`src/hdl/hds_pkg.sv`:
```
// Package for the halt and debug status block: map, fields, codes and carriers
package hds_pkg;
  localparam logic [7:0] HDS_STATUS_OFS  = 8'h00;
  localparam logic [7:0] HDS_CONTROL_OFS = 8'h04;
  localparam logic [7:0] HDS_RAMPORT_OFS = 8'h08;
  // Status and control fields, MSB-first bit n of the register sits at index 31-n
  localparam int HDS_HS_POS    = 31;
  localparam int HDS_HC_POS    = 28;
  localparam int HDS_HCP_POS   = 27;
  localparam int HDS_RIP_POS   = 26;
  localparam int HDS_SIP_POS   = 25;
  localparam int HDS_TRAP_POS  = 24;
  localparam int HDS_IAC_POS   = 23;
  localparam int HDS_BRC_POS   = 20;
  localparam int HDS_LDAC_POS  = 19;
  localparam int HDS_STAC_POS  = 18;
  localparam int HDS_WS_POS    = 17;
  localparam int HDS_TRH_POS   = 16;
  localparam int HDS_SEQ_POS   = 12;
  localparam int HDS_LP_POS    = 11;
  localparam int HDS_EP_POS    = 10;
  localparam int HDS_EE_POS    = 9;
  localparam int HDS_CMD_POS   = 28;
  localparam logic [31:0] HDS_RESET_WORD = 32'h0000_0000;
  localparam logic [2:0] HDS_CMD_CLEAR  = 3'h0;
  localparam logic [2:0] HDS_CMD_HALT   = 3'h1;
  localparam logic [2:0] HDS_CMD_RESUME = 3'h2;
  localparam logic [2:0] HDS_CMD_STEP   = 3'h3;
  localparam logic [2:0] HDS_CMD_TRH    = 3'h4;
  localparam logic [2:0] HDS_CMD_FORCE  = 3'h7;
  localparam logic [2:0] HDS_HC_NONE    = 3'h0;
  localparam logic [2:0] HDS_HC_FORCE   = 3'h1;
  localparam logic [2:0] HDS_HC_WDT     = 3'h2;
  localparam logic [2:0] HDS_HC_UNMASK  = 3'h3;
  localparam logic [2:0] HDS_HC_DEBUG   = 3'h4;
  localparam logic [2:0] HDS_HC_DBCTL   = 3'h5;
  localparam logic [2:0] HDS_HC_HALTREQ = 3'h6;
  localparam logic [2:0] HDS_HC_HWFAIL  = 3'h7;

  typedef struct packed {
    logic        busy;
    logic        inst_done;
    logic        int_taken;
    logic        wdt_halt;
    logic        dbctl_halt;
    logic        hw_fail;
    logic        mcheck_int;
    logic        prog_int;
    logic        istor_int;
    logic        dstor_int;
    logic        align_int;
    logic        machine_check_enable;
    logic        unmaskable_halt_enable;
    logic        wait_enable;
    logic        external_interrupt_enable;
    logic        low_priority;
    logic [2:0]  bus_return_code;
    logic        maskable_event_pending;
    logic        trap_exec;
    logic        trap_enable;
    logic        inst_compare_enable;
    logic [1:0]  data_compare_enable;
    logic        zero_address_compare_enable;
    logic        halt_freeze_pending;
    logic [31:0] address_compare_value;
    logic        fetch_valid;
    logic [31:0] instruction_address;
    logic        data_valid;
    logic        data_is_load;
    logic [31:0] data_address;
    logic [3:0]  sequencer_state;
  } hds_core_in_t;

  typedef struct packed {
    logic        halted_state;
    logic        halt_pending;
    logic        step_start;
    logic        ram_start;
    logic [31:0] ram_inst;
    logic        force_halt;
    logic        freeze_timers;
    logic        debug_halt;
  } hds_core_out_t;
endpackage : hds_pkg

```
`src/hdl/hds_halt_debug_status.sv`:
```
// Halt and debug status logic with APB register access
//
// The register addresses and the APB register port were decided locally.
`timescale 1ns/10ps
module hds_halt_debug_status
  import hds_pkg::*;
#(
  parameter bit EXTENDED = 1'b1
) (
  input  wire logic          clock,
  input  wire logic          srst,
  input  wire logic          core_reset,
  input  wire logic          halt_req_pin,
  input  wire logic          psel,
  input  wire logic          penable,
  input  wire logic          pwrite,
  input  wire logic [7:0]    paddr,
  input  wire logic [31:0]   pwdata,
  output logic      [31:0]   prdata,
  output logic               pready,
  output logic               pslverr,
  input  wire hds_core_in_t  core_in,
  output hds_core_out_t      core_out
);

  typedef struct packed {
    logic [1:0]  hreq_sync;
    logic [2:0]  halt_cause;
    logic        halt_pending;
    logic        halted;
    logic        ram_active;
    logic        step_active;
    logic        trap_ev;
    logic        iac_ev;
    logic        ldac_ev;
    logic        stac_ev;
    logic        timers_run_halted;
    logic        ep_mirror;
    logic        step_start;
    logic        ram_start;
    logic        force_halt;
    logic        debug_halt;
    logic [31:0] ram_inst;
    logic [31:0] rdata;
    logic        err;
  } hds_state_t;

  hds_state_t st_r;
  hds_state_t st_nxt;

  logic        wr_acc;
  logic        setup;
  logic        mapped;
  logic [2:0]  cmd;
  logic        cmd_wr;
  logic        ram_wr;
  logic        unmask_src;
  logic        cmp_on;
  logic        iac_hit;
  logic        ldac_hit;
  logic        stac_hit;
  logic        trap_hit;
  logic        debug_src;
  logic [2:0]  src_code;
  logic        any_src;
  logic        clr_cause;
  logic [31:0] status_word;

  function automatic logic is_mapped(input logic [7:0] a);
    return (a == HDS_STATUS_OFS) || (a == HDS_CONTROL_OFS) || (a == HDS_RAMPORT_OFS);
  endfunction : is_mapped

  // Highest code wins when several sources arrive together
  function automatic logic [2:0] pick_cause(input logic [7:0] s);
    logic [2:0] c;
    c = HDS_HC_NONE;
    for (int i = 1; i < 8; i++) begin
      if (s[i]) begin
        c = 3'(i);
      end
    end
    return c;
  endfunction : pick_cause

  always_comb begin
    setup  = psel && !penable;
    mapped = is_mapped(paddr);
    wr_acc = psel && penable && pwrite && mapped;
    cmd    = pwdata[HDS_CMD_POS +: 3];
    cmd_wr = wr_acc && (paddr == HDS_CONTROL_OFS);
    ram_wr = wr_acc && (paddr == HDS_RAMPORT_OFS) && st_r.halted;
    unmask_src = (core_in.mcheck_int && !core_in.machine_check_enable)
               || ((core_in.prog_int || core_in.istor_int || core_in.dstor_int
                    || core_in.align_int)
                   && !core_in.unmaskable_halt_enable
                   && !core_in.machine_check_enable);
    cmp_on   = !st_r.ram_active;
    iac_hit  = cmp_on && core_in.inst_compare_enable && core_in.fetch_valid
             && (core_in.instruction_address == core_in.address_compare_value);
    ldac_hit = cmp_on && core_in.data_valid && core_in.data_is_load
             && ((core_in.data_compare_enable[1]
                  && core_in.data_address == core_in.address_compare_value)
                 || (core_in.zero_address_compare_enable
                     && core_in.data_address == 32'h0000_0000));
    stac_hit = cmp_on && core_in.data_valid && !core_in.data_is_load
             && ((core_in.data_compare_enable[0]
                  && core_in.data_address == core_in.address_compare_value)
                 || (core_in.zero_address_compare_enable
                     && core_in.data_address == 32'h0000_0000));
    trap_hit  = core_in.trap_exec && core_in.trap_enable;
    debug_src = trap_hit || iac_hit || ldac_hit || stac_hit;
    src_code  = pick_cause({core_in.hw_fail, st_r.hreq_sync[1], core_in.dbctl_halt,
                            debug_src, unmask_src, core_in.wdt_halt,
                            cmd_wr && (cmd == HDS_CMD_FORCE), 1'b0});
    any_src   = (src_code != HDS_HC_NONE) || (cmd_wr && (cmd == HDS_CMD_HALT));
    clr_cause = ram_wr
              || (cmd_wr && (cmd == HDS_CMD_RESUME))
              || (cmd_wr && (cmd == HDS_CMD_STEP) && st_r.halted);
  end

  always_comb begin
    status_word = HDS_RESET_WORD;
    status_word[HDS_HS_POS]        = st_r.halted;
    status_word[HDS_HC_POS +: 3]   = st_r.halt_cause;
    status_word[HDS_HCP_POS]       = st_r.halt_pending;
    status_word[HDS_RIP_POS]       = st_r.ram_active;
    status_word[HDS_SIP_POS]       = st_r.step_active;
    status_word[HDS_TRAP_POS]      = st_r.trap_ev;
    status_word[HDS_IAC_POS]       = st_r.iac_ev;
    status_word[HDS_BRC_POS +: 3]  = core_in.bus_return_code;
    status_word[HDS_LDAC_POS]      = st_r.ldac_ev;
    status_word[HDS_STAC_POS]      = st_r.stac_ev;
    status_word[HDS_WS_POS]        = core_in.wait_enable;
    status_word[HDS_TRH_POS]       = st_r.timers_run_halted;
    status_word[HDS_SEQ_POS +: 4]  = core_in.sequencer_state;
    status_word[HDS_LP_POS]        = core_in.low_priority;
    status_word[HDS_EP_POS]        = st_r.ep_mirror;
    status_word[HDS_EE_POS]        = EXTENDED && core_in.external_interrupt_enable;
  end

  always_comb begin
    st_nxt = st_r;
    st_nxt.hreq_sync  = {st_r.hreq_sync[0], halt_req_pin};
    st_nxt.step_start = 1'b0;
    st_nxt.ram_start  = 1'b0;
    st_nxt.force_halt = 1'b0;
    st_nxt.debug_halt = debug_src;

    // Clear first so a same-cycle source below still records
    if (clr_cause) begin
      st_nxt.halt_cause = HDS_HC_NONE;
    end
    if (st_nxt.halt_cause == HDS_HC_NONE) begin
      st_nxt.halt_cause = src_code;
    end

    if (st_r.ram_active && core_in.inst_done) begin
      st_nxt.ram_active = 1'b0;
    end
    if (st_r.step_active && (core_in.inst_done || core_in.int_taken)) begin
      st_nxt.step_active = 1'b0;
    end

    if (cmd_wr) begin
      case (cmd)
        HDS_CMD_CLEAR: begin
          if (st_r.halted) begin
            st_nxt.trap_ev = 1'b0;
            st_nxt.iac_ev  = 1'b0;
            st_nxt.ldac_ev = 1'b0;
            st_nxt.stac_ev = 1'b0;
          end
        end
        HDS_CMD_RESUME: begin
          st_nxt.halt_pending = 1'b0;
        end
        HDS_CMD_STEP: begin
          if (st_r.halted) begin
            st_nxt.step_active = 1'b1;
            st_nxt.step_start  = 1'b1;
          end
        end
        HDS_CMD_TRH: begin
          st_nxt.timers_run_halted = !st_r.timers_run_halted;
        end
        HDS_CMD_FORCE: begin
          st_nxt.step_active = 1'b0;
          st_nxt.ram_active  = 1'b0;
          st_nxt.force_halt  = 1'b1;
        end
        default: begin
        end
      endcase
    end

    if (ram_wr) begin
      st_nxt.ram_active = 1'b1;
      st_nxt.ram_start  = 1'b1;
      st_nxt.ram_inst   = pwdata;
    end

    // Event bits set after the clear so a new event is lost only to a same-cycle core_reset or srst
    if (trap_hit) begin
      st_nxt.trap_ev = 1'b1;
    end
    if (iac_hit) begin
      st_nxt.iac_ev = 1'b1;
    end
    if (ldac_hit) begin
      st_nxt.ldac_ev = 1'b1;
    end
    if (stac_hit) begin
      st_nxt.stac_ev = 1'b1;
    end
    if (any_src) begin
      st_nxt.halt_pending = 1'b1;
    end

    // Halt only once nothing is executing; a force halt skips the drain.
    // An already halted core stays halted so a forced halt outlives its pulse.
    st_nxt.halted = st_nxt.halt_pending
                  && (!core_in.busy || st_nxt.force_halt || st_r.halted)
                  && !st_nxt.step_active
                  && !st_nxt.ram_active
                  && !st_nxt.step_start
                  && !st_nxt.ram_start;

    if (!(EXTENDED && (st_r.halt_cause > HDS_HC_FORCE) && core_in.halt_freeze_pending)) begin
      st_nxt.ep_mirror = core_in.maskable_event_pending;
    end

    if (setup) begin
      st_nxt.rdata = (paddr == HDS_STATUS_OFS) ? status_word : 32'h0000_0000;
      st_nxt.err   = !mapped;
    end

    if (core_reset) begin
      st_nxt.halt_cause   = HDS_HC_NONE;
      st_nxt.halt_pending = 1'b0;
      st_nxt.halted       = 1'b0;
      st_nxt.ram_active   = 1'b0;
      st_nxt.step_active  = 1'b0;
      st_nxt.trap_ev      = 1'b0;
      st_nxt.iac_ev       = 1'b0;
      st_nxt.ldac_ev      = 1'b0;
      st_nxt.stac_ev      = 1'b0;
      st_nxt.step_start   = 1'b0;
      st_nxt.ram_start    = 1'b0;
    end
  end

  always_ff @(posedge clock) begin
    if (srst) begin
      st_r <= '0;
    end else begin
      st_r <= st_nxt;
    end
  end

  // Data is captured in setup, so every access completes in one access cycle
  assign pready  = psel && penable;
  assign prdata  = st_r.rdata;
  assign pslverr = psel && penable && st_r.err;

  always_comb begin
    core_out.halted_state  = st_r.halted;
    core_out.halt_pending  = st_r.halt_pending;
    core_out.step_start    = st_r.step_start;
    core_out.ram_start     = st_r.ram_start;
    core_out.ram_inst      = st_r.ram_inst;
    core_out.force_halt    = st_r.force_halt;
    core_out.debug_halt    = st_r.debug_halt;
    core_out.freeze_timers = st_r.halt_pending && !st_r.timers_run_halted;
  end

  a_halted_pending: assert property (@(posedge clock) disable iff (srst || core_reset)
    st_r.halted |-> st_r.halt_pending)
    else $error("halted without pending halt");
  a_exec_not_halted: assert property (@(posedge clock) disable iff (srst || core_reset)
    (st_r.step_active || st_r.ram_active) |-> !st_r.halted)
    else $error("halted while stepping or ramming");
  a_force_cause: assert property (@(posedge clock) disable iff (srst || core_reset)
    (src_code == HDS_HC_FORCE && st_r.halt_cause == HDS_HC_NONE && !clr_cause)
    |=> (st_r.halt_cause == HDS_HC_FORCE) && st_r.halt_pending)
    else $error("force halt did not record cause 001");
  a_cause_hold: assert property (@(posedge clock) disable iff (srst || core_reset)
    (st_r.halt_cause != HDS_HC_NONE && !clr_cause) |=> $stable(st_r.halt_cause))
    else $error("halt cause overwritten");
  a_resume_clears: assert property (@(posedge clock) disable iff (srst || core_reset)
    (cmd_wr && cmd == HDS_CMD_RESUME && src_code == HDS_HC_NONE)
    |=> st_r.halt_cause == HDS_HC_NONE)
    else $error("resume did not clear cause");
  a_trh_toggle: assert property (@(posedge clock) disable iff (srst)
    (cmd_wr && cmd == HDS_CMD_TRH) |=> st_r.timers_run_halted != $past(st_r.timers_run_halted))
    else $error("timers-run-halted did not toggle");
  a_trh_only_cmd: assert property (@(posedge clock) disable iff (srst)
    !(cmd_wr && cmd == HDS_CMD_TRH) |=> $stable(st_r.timers_run_halted))
    else $error("timers-run-halted changed without command");
  a_ram_starts: assert property (@(posedge clock) disable iff (srst || core_reset)
    ram_wr |=> st_r.ram_active && st_r.ram_start ##1 !st_r.ram_start)
    else $error("ramming did not start");
  a_step_starts: assert property (@(posedge clock) disable iff (srst || core_reset)
    (cmd_wr && cmd == HDS_CMD_STEP && st_r.halted) |=> st_r.step_active && !st_r.halted)
    else $error("step did not start");
  a_no_cmp_ram: assert property (@(posedge clock) disable iff (srst)
    st_r.ram_active |-> !(iac_hit || ldac_hit || stac_hit))
    else $error("address compare applied while ramming");
  a_timer_freeze: assert property (@(posedge clock) disable iff (srst)
    (st_r.halt_pending && !st_r.timers_run_halted) |-> core_out.freeze_timers)
    else $error("timers not frozen while halt pending");
  a_ee_reserved: assert property (@(posedge clock) disable iff (srst)
    !EXTENDED |-> !status_word[HDS_EE_POS])
    else $error("reserved bit set in base variant");

  c_halt_resume: cover property (@(posedge clock) disable iff (srst)
    st_r.halted ##1 (cmd_wr && cmd == HDS_CMD_RESUME) ##[1:4] !st_r.halted);
  c_step: cover property (@(posedge clock) disable iff (srst)
    st_r.step_active ##[1:20] st_r.halted);
  c_ram: cover property (@(posedge clock) disable iff (srst)
    st_r.ram_active ##[1:20] st_r.halted);
  c_debug_halt: cover property (@(posedge clock) disable iff (srst)
    st_r.halt_cause == HDS_HC_DEBUG && st_r.halted);

endmodule : hds_halt_debug_status

```
`config.mk`:
```
export PLATFORM = sky130hd
export DESIGN_NAME = hds_halt_debug_status
export DESIGN_NICKNAME = d
export VERILOG_FILES = /design/src/hdl/hds_pkg.sv /design/src/hdl/hds_halt_debug_status.sv
export SDC_FILE = /design/constraint.sdc
export NUM_CORES = 1
export LEC_CHECK = 0
export BUFFER_PORTS_ARGS = -buffer_cell sky130_fd_sc_hd__buf_4
export CELL_PAD_IN_SITES_DETAIL_PLACEMENT = 1
export CELL_PAD_IN_SITES_GLOBAL_PLACEMENT = 1
export CORE_AREA = 2 2 148 114
export CTS_CLUSTER_DIAMETER = 50
export DETAILED_ROUTE_END_ITERATION = 8
export DIE_AREA = 0 0 150 116
export MAX_ROUTING_LAYER = met4
export PLACE_DENSITY = 0.83
export SETUP_SLACK_MARGIN = 0.02
export SLEW_MARGIN = 20
export SYNTH_ARGS = -nofsm -noshare
export SYNTH_HDL_FRONTEND = slang
export SYNTH_SLANG_ARGS = --single-unit
```
`constraint.sdc`:
```
create_clock -name clock -period 1.8 [get_ports clock]
set_input_delay 0.09 -clock clock [delete_from_list [all_inputs] [get_ports clock]]
set_output_delay 0.09 -clock clock [all_outputs]
set_load 0.005 [all_outputs]
```
==> metrics.txt <==
status finished clean; r2r setup slk 0.13 ns; TritonCTS buffer count 9; fraction of registers with async set/reset 0; H-tree depth 3; die height 116 um; first-pass GRT wire length 24810 um; starting density of the core 0.2665; final hold violation count 0; Synth warnings 0; Syn Inst Count 519; Min-Delay Path Class input pin to register; CP peak stage delay 0.46 ns; critical path type register to register; Leak 2.921 nW; slowest CP cell or4_4; maximum VDD drop 0.0004118 V; pwr/cell area 651.7 nW/um2; Comb power frac 0.179; delay-heaviest family, CP simple AND/OR/NAND/NOR gates; DP Worst Slack -0.2562 ns; HPWL Detailed 13200 um; worst setup path startpoint core_out[38]; crit path max fanout 4; PortBufs 240; DR pass1 iterations 7; Switching Fraction 0.2567; Area contributors post-synth dfxtp_1 36%, buf_4 12%, xnor2_1 7.3%; post-synth cell types 48; Fmax 597.4 MHz; RSZ-0062 raised after global routing false; Final ANT Viol Nets 0; initial antenna violation count 2; root buffer selected by CTS clkbuf_16; Multi-input gate area 2130 um2; Worst EP arrival 1.94 ns; area share of the largest cell type after synthesis 0.3562; Final Cell Area 6713 um2; GRT Total Usage 0.1936; Seq pwr share 0.386; xor-xnor portion of the synthesized cell area 0.1371; simple-gate portion of the synthesized area 0.2191; most common cell in the netlist nand2_1; # DRC 0; final WL 16500 um; vias 4407; fillers 1932; Synth Area in Compound Gates 0.1285; RR Startpoint core_out[38]; Avg Inst Size Synth 8.122 um2; internal power 3.252 mW; register area 1503 um2; most frequent cells after synthesis 77 x nand2_1, 75 x dfxtp_1, 70 x buf_4, 43 x a21oi_1, 40 x nor2_1; R2R Path End st_r[80]; Tmin final 1.674 ns; sequential cell area fraction in the yosys report 0.3562; IO Count 250; Post-Place Cell Area 6053 um2; initial DRC count 169; flops & latches, synth 75; MaxCap Viol Count 0; core area 15820 um2; FP Rows 40; crit path to st_r[80]; RD Place Congestion 0.9184; Final period util 0.9300; Setup Fix Bufs, Post-CTS 0; Post-Synthesis Cell Area 4215 um2; Worst Skew 0.01093 ns; vias in the first global route 4609; Worst EP required 2.06 ns; Buffers & Inverters on Critical Path 0; Final #Nets 938; Area growth syn-to-layout 59.25%; clock network power share 0.436; Sink Count 75; Die Wd 150 um; setup TNS 0 ns; Psw 1.123 mW; WP depth 5; Synth Area in Adders 0; clk_lat worst skew 0.34 ns; full die area 17400 um2; final setup vio count 0; CTS tree done; Max Slew Vio Count 0; Post-synth EDFFs 0; CP Capture Type register; share of layout cells above drive strength 1 0.4138; Avg Vias per Cell 4.506; Final WS setup 0.1260 ns; mux contribution to synthesized area 0.004749; top_reg_cell synth dfxtp_1; CP cell instances nand2_1 > or4_4 > o211a_1 > or4_1 > o22ai_2; Congestion Overflow GR 0; combinational family with the most area after synthesis simple AND/OR/NAND/NOR gates; reg2reg path depth 5; Worst-path clk slew 0.06 ns; largest net degree at the start of global routing 34; Yosys top cell by area dfxtp_1; Routed WL per cell 16.87 um; CTS max path bufs 2; CP Launch Type register
## routing by layer
metal  global-route usage  part of all wire  vias up  wire length, um
li1                     -                 -     2183                -
met1               0.2468              0.46     2064             7528
met2               0.3120              0.47      139             7748
met3              0.04449             0.059       21              981
met4              0.04717             0.015        0              244
met5                    -                 0        -                0
## state kept, by name, summed over array words and instances (netlist names)
register and flops:
st_r 13, st_nxt 1, core_out 38, prdata 23
## cell usage in the layout (no fill, tap or decap), drive strengths merged, types with 22 or more instances in the layout
| cell type | n |
|---|---|
| a22oi | 23 |
| nor2 | 40 |
| xnor2 | 35 |
| nor4 | 22 |
| dfxtp | 75 |
| dlygate4sd3 | 32 |
| nand2 | 77 |
| xor2 | 31 |
| buf | 285 |
| a21oi | 43 |
## repair_timing
| action | CTS | global route |
|---|---|---|
| gates resized for setup | 0 | 4 |
| endpoints found under the hold margin | 31 | 1 |
| hold buffers | 31 | 1 |
| endpoints found under the setup margin | 0 | 3 |
## power by group through the flow
stage                     Clock [mW]  Sequential, mW  Combinational, mW
after floorplan                    0            1.72              0.254
after global placement             0            1.72              0.703
after detailed placement           0            1.73              0.716
after CTS                       1.96            1.69              0.774
after global routing            2.05            1.69              0.844
final                           1.91            1.69              0.782
## worst min-delay path: stages
cell     delay [ns]
buf_4          0.11
nand2_1        0.04
a21oi_1        0.05
## cell type report
class,instances,area share
multi-input combinational,352,0.3172
inverter,6,0.003355
antenna,2,0.0007456
timing repair buffer,317,0.3683
clock inverter,7,0.01379
clock buffer,9,0.03355
sequential,75,0.2239
tap,210,0.03914
## worst min-delay path by stage
| stage | start | endpoint | slack (ns) | depth (start not counted) |
|---|---|---|---|---|
| after CTS | pwdata[9] | core_out[12] | 0.0003 | 3 |
| after global placement | halt_req_pin | st_nxt[83] | 0.31 | 2 |
| after detailed placement | halt_req_pin | st_nxt[83] | 0.32 | 2 |
| after floorplan | halt_req_pin | st_nxt[83] | 0.22 | 1 |
| after global routing | pwdata[3] | core_out[6] | 0.003 | 3 |
| final | pwdata[9] | core_out[12] | 0.01 | 3 |
## through the flow
stage / util / std cells / total power, mW / hold WS (ns)
CTS: 0.4225 / 975 / 4.416 / 0.0002838
global placement: 0.3828 / 928 / 2.428 / 0.3085
finish: 0.4244 / 978 / 4.375 / 0.01090
global route: 0.4244 / 978 / 4.583 / 0.002993
detailed placement: 0.3828 / 928 / 2.441 / 0.3185
floorplan: - / 527 / 1.975 / 0.2182
## logic make-up (layout without fill, tap and decap cells)
| group | count (synthesis) | count (layout) |
|---|---|---|
| AOI/OAI and AO/OA | 85 | 85 |
| xor gates and xnor gates | 66 | 66 |
| buffers and inverters | 100 | 339 |
| and+or+nand+nor | 190 | 190 |
| DFF | 75 | 75 |
| muxes | 2 | 2 |
| other | 1 | 11 |
Power figures use the tool's default switching activity.
